===== config.mk =====
export PLATFORM = sky130hd
export DESIGN_NAME = main_clock_source_control
export DESIGN_NICKNAME = d
export VERILOG_FILES = /design/src/hw/clock_source_pkg.sv /design/src/hw/main_clock_source_control.sv /design/src/hw/pin_edge_sync.sv
export VERILOG_INCLUDE_DIRS = /design/src /design/src/hw
export SDC_FILE = /design/constraint.sdc
export NUM_CORES = 1
export LEC_CHECK = 0
export ABC_AREA = 1
export BUFFER_PORTS_ARGS = -buffer_cell sky130_fd_sc_hd__buf_2
export CAP_MARGIN = 20
export CORE_UTILIZATION = 50
export DETAILED_ROUTE_END_ITERATION = 12
export GPL_ROUTABILITY_DRIVEN = 0
export PLACE_DENSITY = 0.83
export SYNTH_ARGS = -nofsm -noshare
export SYNTH_HDL_FRONTEND = slang
export SYNTH_SLANG_ARGS = --single-unit

===== constraint.sdc =====
create_clock -name clk_sys_i -period 3.1 [get_ports clk_sys_i]
set_clock_uncertainty 0.05 [all_clocks]
set_input_delay 0.31 -clock clk_sys_i [delete_from_list [all_inputs] [get_ports clk_sys_i]]
set_output_delay 0.31 -clock clk_sys_i [all_outputs]
set_load 0.005 [all_outputs]

===== src/hw/clock_source_consts.svh =====
// Offsets, field positions, reset values and counts of the main clock source control.
`ifndef CLOCK_SOURCE_CONSTS_SVH
`define CLOCK_SOURCE_CONSTS_SVH
`define MCLK_A_OFF 5'h00
`define MCLK_B_OFF 5'h01
`define MCLK_LOCK_OFF 5'h02
`define MCLK_STAT_OFF 5'h03
`define FAST_CTRL_OFF 5'h10
`define TRIM_FREQ_OFF 5'h11
`define TRIM_TEMP_OFF 5'h12
`define SLOW_CTRL_OFF 5'h18
`define XTAL_CTRL_OFF 5'h1c
`define CLOCK_OUTPUT_ENABLE_BIT 7
`define KEEP_RUNNING_IN_STANDBY_BIT 1
`define XTAL_EN_BIT 0
`define XTAL_SEL_BIT 2
`define MCLK_A_RST 8'h00
`define MCLK_B_RST 8'h11
`define CTRL_RST 8'h00
`define FUSE_FREQ_SELECT_16M 2'h1
`define ULP_GATE_EDGES 3'h4
`define XTAL_EXT_EDGES 16'h0002
`define EXT_START_EDGES 2'h2
`define SWITCH_EDGES 3'h4
`define UNLOCK_INSNS 3'h4
`define TICK_LAST 5'h1f
`endif


===== src/hw/clock_source_pkg.sv =====
// Types shared by the main clock source control.
package clock_source_pkg;
    typedef enum logic [1:0] {
        SRC_FAST = 2'b00,
        SRC_ULP = 2'b01,
        SRC_XTAL = 2'b10,
        SRC_PIN = 2'b11
    } main_source_e;

    typedef struct packed {
        logic wr;
        logic [4:0] addr;
        logic [7:0] wdata;
    } io_req_s;

    typedef struct packed {
        logic f1;
        logic f2;
        logic f3;
        logic lvl;
        logic rise;
    } pin_sync_s;

    typedef struct packed {
        logic init;
        logic [7:0] mclk_a;
        logic [7:0] mclk_b;
        logic lock;
        logic [7:0] fast_ctrl;
        logic [6:0] trim_freq;
        logic [3:0] trim_temp;
        logic cal_lock;
        logic [7:0] slow_ctrl;
        logic [7:0] xtal_ctrl;
        logic [2:0] unlock_cnt;
        main_source_e cur_src;
        main_source_e new_src;
        logic switching;
        logic [2:0] sw_cnt;
        logic [2:0] ulp_cnt;
        logic ulp_ok;
        logic [15:0] xtal_cnt;
        logic xtal_ok;
        logic [1:0] ext_cnt;
        logic ext_ok;
        logic [4:0] tick_cnt;
        logic tick;
        logic [6:0] ratio;
        logic [6:0] pre_cnt;
        logic per_en;
        logic per_tog;
        logic clock_output_enable;
        logic [7:0] rdata;
    } ctrl_state_s;
endpackage


===== src/hw/main_clock_source_control.sv =====
// Main clock source selection, prescaler, oscillator start-up gating and protected registers.
`timescale 1ns/100ps
`default_nettype none
`include "clock_source_consts.svh"
module main_clock_source_control
    import clock_source_pkg::*;
#(
    parameter logic [15:0] XTAL_SU0 = 16'h0100,
    parameter logic [15:0] XTAL_SU1 = 16'h0400,
    parameter logic [15:0] XTAL_SU2 = 16'h0800,
    parameter logic [15:0] XTAL_SU3 = 16'h1000,
    parameter logic [6:0] TRIM16_FREQ = 7'h40,
    parameter logic [3:0] TRIM16_TEMP = 4'h8,
    parameter logic [6:0] TRIM20_FREQ = 7'h40,
    parameter logic [3:0] TRIM20_TEMP = 4'h8,
    parameter logic [7:0] ERR_16M_LOW = 8'h00,
    parameter logic [7:0] ERR_16M_HIGH = 8'h00,
    parameter logic [7:0] ERR_20M_LOW = 8'h00,
    parameter logic [7:0] ERR_20M_HIGH = 8'h00
)
(
    // Clock and reset.
    input wire logic clk_sys_i,
    input wire logic reset_i,
    // I/O register port and protection strobes.
    input wire io_req_s io_req_i,
    output logic [7:0] io_rdata_o,
    input wire logic ccp_key_i,
    input wire logic insn_done_i,
    // Fuses.
    input wire logic [1:0] fuse_freq_select_i,
    input wire logic fuse_osc_lock_i,
    // Oscillator and clock pins.
    input wire logic ulp_osc_i,
    input wire logic ulp_analog_ready_i,
    input wire logic crystal_pin_in_i,
    input wire logic pin_external_clock_i,
    // Clock requests and sleep state.
    input wire logic ulp_req_i,
    input wire logic xtal_req_i,
    input wire logic ext_req_i,
    input wire logic sleep_i,
    input wire logic sysclk_in_use_i,
    // Signature error read port.
    input wire logic [1:0] sig_sel_i,
    output logic [7:0] sig_err_o,
    output logic [10:0] sig_err_q110_o,
    // Clock results and pin configuration.
    output main_source_e main_source_o,
    output logic main_en_o,
    output logic per_en_o,
    output logic slow_tick_o,
    output logic clock_output_o,
    output logic crystal_pins_override_o,
    output logic pin_ext_input_o,
    output logic [6:0] fast_osc_freq_trim_o,
    output logic [3:0] fast_osc_temp_trim_o
);
    ctrl_state_s r, nxt;
    logic ulp_lvl, ulp_rise, ana_lvl, xtal_rise, ext_rise;
    logic unlocked, cfg_ok, cal_ok, main_edge, old_edge, new_edge;
    logic ulp_want, xtal_want, ext_want;
    logic [6:0] code_ratio;
    logic [15:0] xtal_need;
    // Division code to ratio; zero marks a reserved code.
    function automatic logic [6:0] div_ratio(input logic [3:0] code);
        case (code)
            4'h0: div_ratio = 7'h02;
            4'h1: div_ratio = 7'h04;
            4'h2: div_ratio = 7'h08;
            4'h3: div_ratio = 7'h10;
            4'h4: div_ratio = 7'h20;
            4'h5: div_ratio = 7'h40;
            4'h8: div_ratio = 7'h06;
            4'h9: div_ratio = 7'h0a;
            4'ha: div_ratio = 7'h0c;
            4'hb: div_ratio = 7'h18;
            4'hc: div_ratio = 7'h30;
            default: div_ratio = 7'h00;
        endcase
    endfunction
    // Gated edge of one source as seen on the system clock.
    function automatic logic src_edge(input main_source_e s, input logic u, input logic x, input logic e);
        case (s)
            SRC_FAST: src_edge = 1'b1;
            SRC_ULP: src_edge = u;
            SRC_XTAL: src_edge = x;
            default: src_edge = e;
        endcase
    endfunction
    // Pin synchronisers.
    pin_edge_sync u_ulp (.clk_sys_i(clk_sys_i), .reset_i(reset_i), .pin_i(ulp_osc_i),
        .level_o(ulp_lvl), .rise_o(ulp_rise));
    pin_edge_sync u_ana (.clk_sys_i(clk_sys_i), .reset_i(reset_i), .pin_i(ulp_analog_ready_i),
        .level_o(ana_lvl), .rise_o());
    pin_edge_sync u_xtal (.clk_sys_i(clk_sys_i), .reset_i(reset_i), .pin_i(crystal_pin_in_i),
        .level_o(), .rise_o(xtal_rise));
    pin_edge_sync u_ext (.clk_sys_i(clk_sys_i), .reset_i(reset_i), .pin_i(pin_external_clock_i),
        .level_o(), .rise_o(ext_rise));
    // Write permissions, source requests and gated edges.
    always_comb
    begin
        unlocked = (r.unlock_cnt != 3'h0);
        cfg_ok = unlocked & ~r.lock;
        cal_ok = unlocked & ~r.cal_lock & ~(r.lock & (r.cur_src == SRC_FAST));
        ulp_want = ulp_req_i | r.slow_ctrl[`KEEP_RUNNING_IN_STANDBY_BIT] | (r.cur_src == SRC_ULP)
            | (r.switching & (r.new_src == SRC_ULP));
        xtal_want = r.xtal_ctrl[`XTAL_EN_BIT] & (xtal_req_i | r.xtal_ctrl[`KEEP_RUNNING_IN_STANDBY_BIT]
            | (r.cur_src == SRC_XTAL) | (r.switching & (r.new_src == SRC_XTAL)));
        ext_want = ext_req_i | (r.cur_src == SRC_PIN) | (r.switching & (r.new_src == SRC_PIN));
        old_edge = src_edge(r.cur_src, ulp_rise & r.ulp_ok, xtal_rise & r.xtal_ok, ext_rise & r.ext_ok);
        new_edge = src_edge(r.new_src, ulp_rise & r.ulp_ok, xtal_rise & r.xtal_ok, ext_rise & r.ext_ok);
        main_edge = old_edge;
        code_ratio = div_ratio(r.mclk_b[4:1]);
        case (r.xtal_ctrl[5:4])
            2'h0: xtal_need = XTAL_SU0;
            2'h1: xtal_need = XTAL_SU1;
            2'h2: xtal_need = XTAL_SU2;
            default: xtal_need = XTAL_SU3;
        endcase
        if (r.xtal_ctrl[`XTAL_SEL_BIT])
            xtal_need = `XTAL_EXT_EDGES;
    end
    // Next-state logic.
    always_comb
    begin
        nxt = r;
        nxt.init = 1'b0;
        nxt.tick = 1'b0;
        nxt.per_en = 1'b0;
        // Factory trims follow the fuse frequency select once after reset.
        if (r.init)
        begin
            nxt.trim_freq = (fuse_freq_select_i == `FUSE_FREQ_SELECT_16M) ? TRIM16_FREQ : TRIM20_FREQ;
            nxt.trim_temp = (fuse_freq_select_i == `FUSE_FREQ_SELECT_16M) ? TRIM16_TEMP : TRIM20_TEMP;
            nxt.lock = fuse_osc_lock_i;
            nxt.cal_lock = fuse_osc_lock_i;
        end
        // Unlock window: the key opens it, instruction strobes run it down.
        if (ccp_key_i)
            nxt.unlock_cnt = `UNLOCK_INSNS;
        else if (insn_done_i && unlocked)
            nxt.unlock_cnt = r.unlock_cnt - 3'h1;
        // Protected register writes.
        if (io_req_i.wr && !r.init)
        begin
            case (io_req_i.addr)
                `MCLK_A_OFF:
                    if (cfg_ok)
                    begin
                        nxt.mclk_a[`CLOCK_OUTPUT_ENABLE_BIT] = io_req_i.wdata[`CLOCK_OUTPUT_ENABLE_BIT];
                        if (!r.switching)
                        begin
                            nxt.mclk_a[1:0] = io_req_i.wdata[1:0];
                            if (main_source_e'(io_req_i.wdata[1:0]) != r.cur_src)
                            begin
                                nxt.switching = 1'b1;
                                nxt.new_src = main_source_e'(io_req_i.wdata[1:0]);
                                nxt.sw_cnt = 3'h0;
                            end
                        end
                    end
                `MCLK_B_OFF:
                    if (cfg_ok)
                        nxt.mclk_b = {3'h0, io_req_i.wdata[4:0]};
                `MCLK_LOCK_OFF:
                    if (cfg_ok)
                        nxt.lock = io_req_i.wdata[0];
                `FAST_CTRL_OFF:
                    if (unlocked)
                        nxt.fast_ctrl = {6'h00, io_req_i.wdata[`KEEP_RUNNING_IN_STANDBY_BIT], 1'b0};
                `TRIM_FREQ_OFF:
                    if (cal_ok)
                        nxt.trim_freq = io_req_i.wdata[6:0];
                `TRIM_TEMP_OFF:
                    if (cal_ok)
                        nxt.trim_temp = io_req_i.wdata[3:0];
                `SLOW_CTRL_OFF:
                    if (unlocked)
                        nxt.slow_ctrl = {6'h00, io_req_i.wdata[`KEEP_RUNNING_IN_STANDBY_BIT], 1'b0};
                `XTAL_CTRL_OFF:
                    if (unlocked)
                    begin
                        nxt.xtal_ctrl[1:0] = io_req_i.wdata[1:0];
                        // Select and start-up time are frozen while enabled or stable.
                        if (!r.xtal_ctrl[`XTAL_EN_BIT] && !r.xtal_ok)
                        begin
                            nxt.xtal_ctrl[`XTAL_SEL_BIT] = io_req_i.wdata[`XTAL_SEL_BIT];
                            nxt.xtal_ctrl[5:4] = io_req_i.wdata[5:4];
                        end
                    end
                default: ;
            endcase
        end
        // Slow oscillator: analog start-up, then four more edges.
        if (!ulp_want || !ana_lvl)
        begin
            nxt.ulp_cnt = 3'h0;
            nxt.ulp_ok = 1'b0;
        end
        else if (!r.ulp_ok && ulp_rise)
        begin
            nxt.ulp_cnt = r.ulp_cnt + 3'h1;
            nxt.ulp_ok = (r.ulp_cnt + 3'h1 == `ULP_GATE_EDGES);
        end
        // Crystal oscillator start-up.
        if (!xtal_want)
        begin
            nxt.xtal_cnt = 16'h0000;
            nxt.xtal_ok = 1'b0;
        end
        else if (!r.xtal_ok && xtal_rise)
        begin
            nxt.xtal_cnt = r.xtal_cnt + 16'h0001;
            nxt.xtal_ok = (r.xtal_cnt + 16'h0001 >= xtal_need);
        end
        // Pin external clock start-up.
        if (!ext_want)
        begin
            nxt.ext_cnt = 2'h0;
            nxt.ext_ok = 1'b0;
        end
        else if (!r.ext_ok && ext_rise)
        begin
            nxt.ext_cnt = r.ext_cnt + 2'h1;
            nxt.ext_ok = (r.ext_cnt + 2'h1 == `EXT_START_EDGES);
        end
        // Source switch: count new edges, then commit on an old-source edge.
        if (r.switching)
        begin
            if (r.sw_cnt != `SWITCH_EDGES)
            begin
                if (new_edge)
                    nxt.sw_cnt = r.sw_cnt + 3'h1;
            end
            else if (old_edge)
            begin
                nxt.cur_src = r.new_src;
                nxt.switching = 1'b0;
            end
        end
        // Slow tick divides the slow oscillator by 32.
        if (ulp_rise && r.ulp_ok)
        begin
            nxt.tick_cnt = r.tick_cnt + 5'h01;
            nxt.tick = (r.tick_cnt == `TICK_LAST);
        end
        // Prescaler on main clock edges; a reserved code keeps the last ratio.
        if (code_ratio != 7'h00)
            nxt.ratio = code_ratio;
        if (main_edge)
        begin
            if (!r.mclk_b[0] || (r.pre_cnt + 7'h01 >= r.ratio))
            begin
                nxt.pre_cnt = 7'h00;
                nxt.per_en = 1'b1;
            end
            else
                nxt.pre_cnt = r.pre_cnt + 7'h01;
        end
        if (r.per_en)
            nxt.per_tog = ~r.per_tog;
        nxt.clock_output_enable = r.mclk_a[`CLOCK_OUTPUT_ENABLE_BIT] & (~sleep_i | sysclk_in_use_i) & r.per_tog;
        // Register read data, answered one cycle after the address.
        case (io_req_i.addr)
            `MCLK_A_OFF: nxt.rdata = r.mclk_a;
            `MCLK_B_OFF: nxt.rdata = r.mclk_b;
            `MCLK_LOCK_OFF: nxt.rdata = {7'h00, r.lock};
            `MCLK_STAT_OFF: nxt.rdata = {r.ext_ok, r.xtal_ok, r.ulp_ok, 1'b1, 3'h0, r.switching};
            `FAST_CTRL_OFF: nxt.rdata = r.fast_ctrl;
            `TRIM_FREQ_OFF: nxt.rdata = {1'b0, r.trim_freq};
            `TRIM_TEMP_OFF: nxt.rdata = {r.cal_lock, 3'h0, r.trim_temp};
            `SLOW_CTRL_OFF: nxt.rdata = r.slow_ctrl;
            `XTAL_CTRL_OFF: nxt.rdata = r.xtal_ctrl;
            default: nxt.rdata = 8'h00;
        endcase
    end
    // State register; reset selects the fast oscillator with divide by six.
    always_ff @(posedge clk_sys_i or posedge reset_i)
    begin
        if (reset_i)
        begin
            r <= '0;
            r.init <= 1'b1;
            r.mclk_a <= `MCLK_A_RST;
            r.mclk_b <= `MCLK_B_RST;
            r.ratio <= 7'h06;
            r.cur_src <= SRC_FAST;
            r.new_src <= SRC_FAST;
        end
        else
            r <= nxt;
    end
    // Signature errors and their Q1.10 expansion.
    always_comb
    begin
        case (sig_sel_i)
            2'h0: sig_err_o = ERR_16M_LOW;
            2'h1: sig_err_o = ERR_16M_HIGH;
            2'h2: sig_err_o = ERR_20M_LOW;
            default: sig_err_o = ERR_20M_HIGH;
        endcase
        sig_err_q110_o = {{4{sig_err_o[7]}}, sig_err_o[6:0]};
    end
    // Outputs.
    assign io_rdata_o = r.rdata;
    assign main_source_o = r.cur_src;
    assign main_en_o = main_edge;
    assign per_en_o = r.per_en;
    assign slow_tick_o = r.tick;
    assign clock_output_o = r.clock_output_enable;
    assign crystal_pins_override_o = r.xtal_ctrl[`XTAL_EN_BIT];
    assign pin_ext_input_o = ext_want;
    assign fast_osc_freq_trim_o = r.trim_freq;
    assign fast_osc_temp_trim_o = r.trim_temp;
endmodule
`default_nettype wire


===== src/hw/pin_edge_sync.sv =====
// Three-stage pin synchroniser with settled level and rising-edge pulse.
`timescale 1ns/100ps
`default_nettype none
module pin_edge_sync
    import clock_source_pkg::*;
(
    // Clock and reset.
    input wire logic clk_sys_i,
    input wire logic reset_i,
    // Pin and result.
    input wire logic pin_i,
    output logic level_o,
    output logic rise_o
);
    pin_sync_s r, nxt;

    // The level changes only once the second and third stages agree.
    always_comb
    begin
        nxt = r;
        nxt.f1 = pin_i;
        nxt.f2 = r.f1;
        nxt.f3 = r.f2;
        nxt.rise = 1'b0;
        if (r.f2 == r.f3)
        begin
            nxt.lvl = r.f3;
            nxt.rise = r.f3 & ~r.lvl;
        end
    end

    // State register.
    always_ff @(posedge clk_sys_i or posedge reset_i)
    begin
        if (reset_i)
            r <= '0;
        else
            r <= nxt;
    end

    assign level_o = r.lvl;
    assign rise_o = r.rise;
endmodule
`default_nettype wire


# Yosys cells after proc, flatten, opt, wreduce, memory -nomap -nowiden
# Memories as Yosys holds them, arrays and structs flattened.
# Cells that the tools add are included.
# word_totals
ff_bits	114
romBits	96
in_bits	32
out_inout_bits	46
word_cells	197
mem_count	1
# mem_list
memory	depth	word_bits	read_ports	rd_clocked_by_memory_dff	wr	line	rtl
(no name shown)	16	6	1	0	0	main_clock_source_control.sv:67	case (code)
# classes
n_addsub	7
n_lt_le_gt_ge	2
eq_ne	27
muxes	41
bitwise_logic	35
n_reduce_logical	34
# op_table
cell	count
$pmux W8 S9	1
$mux W4	10
$pmux W13 S3	1
$mux W17	2
$eq A5 B5 Y1 const B	6
$mux W7	3
$mux W20	1
$mux W3	6
$reduce_and A3 Y1	6
$add A16 B1 Y16 const B	1
$and A1 B1 Y1	16
$ge A16 B16 Y1	1
$mux W16	1
$eq A2 B2 Y1 const B	6
$mux W12	1
$mux W1	11
$eq A5 B2 Y1 const B	2
$not A1 Y1	10
$or A1 B1 Y1	9
$logic_not A1 Y1	8
$mux W8	1
$reduce_and A4 Y1	2
$add A7 B1 Y7 const B	1
$ge A7 B7 Y1	1
other kinds (21)	39

# Logic depth before layout (Yosys ltp)
# logic_depth
ltp_word	9
ltp_mapped	17
mapped_depth_nobuf	17

# Cells and area by module
# Synthesis repeated with hierarchy kept, for this count alone.
# hier_totals
hier_cells	672
area_unflattened_um2	5860.6
# by_module_without_submodules
module	instances	cells_each	area_each_um2	seq_area_each_um2
main_clock_source_control	1	628	5265.0	2358.5
pin_edge_sync	4	11	148.9	125.1

# Least setup slack after synthesis
# Ideal clock, no wire load.
# synth_path
kind	register to register
startpoint	register r[35] in the netlist's numbering
endpoint	register r[34] in the netlist's numbering
setup_time_ns	0.065
t_arrival_ns	1.941
required_time_ns	2.985
setup_slack_ns	1.044
stages_incl_launch_ff	15
path_buffers	0
synth_period_minus_slack_ns	2.056
cell_sequence	dfrtp_1 ha_1 nand3_2 nor2_4 nand2_1 o21ai_0 inv_1 ha_1 nand2_1 nand3b_1 nor2_1 nand2_1 nand3_1 nand2_1 nand2_1
# synth_between
elab_chain_cells	4
# synth_rtl
item	line	rtl
start: declaration	main_clock_source_control.sv:59	ctrl_state_s r, nxt;
start signal: assignment	main_clock_source_control.sv:292	r <= nxt;
$add A16 B1 Y16	main_clock_source_control.sv:215	nxt.xtal_ok = (r.xtal_cnt + 16'h0001 >= xtal_need);
$ge A16 B16 Y1	main_clock_source_control.sv:215	
$mux W17	main_clock_source_control.sv:212	else if (!r.xtal_ok && xtal_rise)
$mux W17	main_clock_source_control.sv:207	if (!xtal_want)
# No other way between the ends. The select of a mux whose other input is x is not followed.
# A chain may end at the register's enable or synchronous reset.

# Worst setup path in the final report
# Ends and elaborated chain as after synthesis.

==> metrics.cfg <==
[status]
status=complete, but fails checks
violations=negative hold slack

[cts]
clock_path_buffers=2
htreeDepth=4
root_buffer=clkbuf_16
cts_buffers=17
cts_tree=yes
clock_latency_ns=0.42
clkTransAtPathRegs_ns=0.05
cts_sinks=113

[synth]
ys_seq_elements=113
syn-instance-count=667
synth-main-ff-cell=dfrtp_1
ys.warnings.count=0
syn_area_per_cell_sq_um=8.85
synth_top_area_share_pct=45.8
yosysUniqueCellTypes=46
yosysSeqAreaShare_pct=48.0
synthArstFlopShare_pct=100
yosysTopAreaCell=dfrtp_1
synthTopCellsByArea=dfrtp_1 46%, nand2_1 7.4%, inv_1 5.6%, buf_4 5.1%, ha_1 4.7%
synth_edf_count=0
syn_area_sq_um=5900

[setup_path]
cp_max_fo=6
end_kind=register
worstSetupStartpointType=register
reg2reg_to=r[34]
crit_start=r[35]
r2r_slack_ns=0.71
r2r_start=r[35]
rr_worst_depth=16
cp.arrival_ns=2.70
crit_type=register to register
crit_required_ns=3.41

[routing]
avgRoutedWirePerCell_um=14.3
drtIter0Drc=383
vias=4620
wirelength_mm=12.6
drc=0
drt_pass1_iterations=5
via_per_inst=5.25
antenna_left=0

[die]
io-pin-count=78
initial_core_util_pct=51.5
die_w_um=111
die_h_um=111
die-area_sq_um=12200
core_sq_um=11500
rows=39

[global_routing]
grt.met3_usage_pct=6.78
grt_max_degree=51
gr-total-overflow=0
grt_pass1_wl_mm=21.4
met2_usage_pct=34.0
antenna_found_initial=0
grt_usage_pct=22.3
grt-busiest-layer=met2
met1_usage_pct=28.9
grt_pass1_vias=4488

[timing]
tns_ns=0
setup_viol=0
holdWs_ns=-0.0133
max_freq_mhz=419
drv_slew=0
hold_viol_final=19
post-route-period-util_pct=77.0
tightest_slew_ns=0.824
period_minus_slack_ns=2.39
grt_setup_unrepaired=false
slew_headroom_pct=44.9

[placement]
dp.cells=843
numPortBuffers=54
placed_area_sq_um=6150
hpwl_mm=9.13

[finish]
instances_no_fill=880
fin_nets=778
layout-drive-gt1-share_pct=20.5
fill_cells=975
antennaDiodeCount=0
area_growth_pct=14.1
final_cell_mix=116 x nand2_1, 108 x dfrtp_1, 87 x inv_1, 54 x nor2_1, 54 x buf_2
final_area_sq_um=6740
final_common_cell=nand2_1

[power]
p_total_mw=3.96
powerDensity_nw_per_um2=588
ir_worst_vdd_mv=0.409
p_leak_nw=3.27

[min_path]
hold_class=input port to asynchronous set/reset pin

[run]
maxCapViolations=0

## metal layers
metal  wire [um]  vias to the layer above
li1            -                     2230
met1        5650                     2214
met2        5860                      142
met3         728                       34
met4         387                        0
met5           0                        -
## where the power goes
group / total [mW] / switching, mW / internal (mW) / leakage (nW)
logic: 0.506 / 0.328 / 0.178 / 1.58
registers: 1.71 / 0.0978 / 1.61 / 1.45
clock network: 1.75 / 0.728 / 1.02 / 0.244
total: 3.96 / 1.15 / 2.81 / 3.27
## worst max path at each step
stage	endpoint	slack (ns)
6_report	r[34]	0.71
5_1_grt	r[34]	0.55
4_1_cts	r[34]	0.74
3_5_place_dp	r[34]	0.77
3_3_place_gp	r[34]	0.86
2_1_floorplan	r[34]	1.04
## synthesized netlist by cell type (7+ instances only)
master,instances
nor2_1,54
nand2_2,12
nand4_1,7
o21ai_1,21
dfrtp_1,108
nand3_2,7
o21ai_0,35
nand3_1,39
ha_1,22
inv_1,88
nor2_4,8
buf_4,40
a21oi_1,17
nand2_1,116
xor2_1,18
inv_2,9
## final cells by class
class / instances / area [sq um] / share of cell area, %
flip-flops and latches: 113 / 2830 / 42.1
multi-input cells: 432 / 2460 / 36.5
clock buffers: 17 / 425 / 6.31
inverters: 99 / 378 / 5.61
repair buffers: 61 / 348 / 5.16
well taps: 143 / 179 / 2.66
clock inverters: 15 / 115 / 1.71
## cells by family after synthesis
| logic type | share of synthesized area (%) |
|---|---|
| and+or+nand+nor | 21.3 |
| xor gates and xnor gates | 2.97 |
| AOI/OAI and AO/OA | 10.7 |
| adders and majority gates | 5.34 |
| other | 0.0635 |
| buffers and inverters | 11.6 |
| DFF | 48.0 |
## per-stage QoR
step	hold WS (ns)	setup slack, ns	util [%]
2_1_floorplan	0.281	1.04	-
3_3_place_gp	0.282	0.863	53.6
3_5_place_dp	0.286	0.769	53.6
4_1_cts	0.0106	0.744	58.8
5_1_grt	0.0295	0.545	58.8
6_report	-0.0133	0.712	58.8
## critical path: stages (launching register included)
cell	delay (ns)
dfrtp_1	0.41
ha_1	0.27
nand3_2	0.11
nor2_4	0.19
nand2_1	0.11
xor2_1	0.19
inv_1	0.07
ha_1	0.28
nand2_1	0.05
inv_1	0.06
nand2_1	0.04
nand3b_1	0.14
nor2_1	0.09
nand2_1	0.05
nand3_1	0.07
nand2_1	0.06
nand2_1	0.06
## timing repair
action,CTS,global route
hold buffers,5,0
endpoints found under the hold margin,5,0
buffers inserted,0,0
gates resized for setup,0,0
## sequential cells by signal, indices dropped and copies added (netlist names), 2 cells and up
signal                flops
u_ext.nxt                 2
u_ulp.nxt                 2
u_xtal.nxt                2
main_source_o             2
fast_osc_freq_trim_o      7
io_rdata_o                8
u_ana.nxt                 2
fast_osc_temp_trim_o      4
r                        69
(Power assumes the default switching activity.)
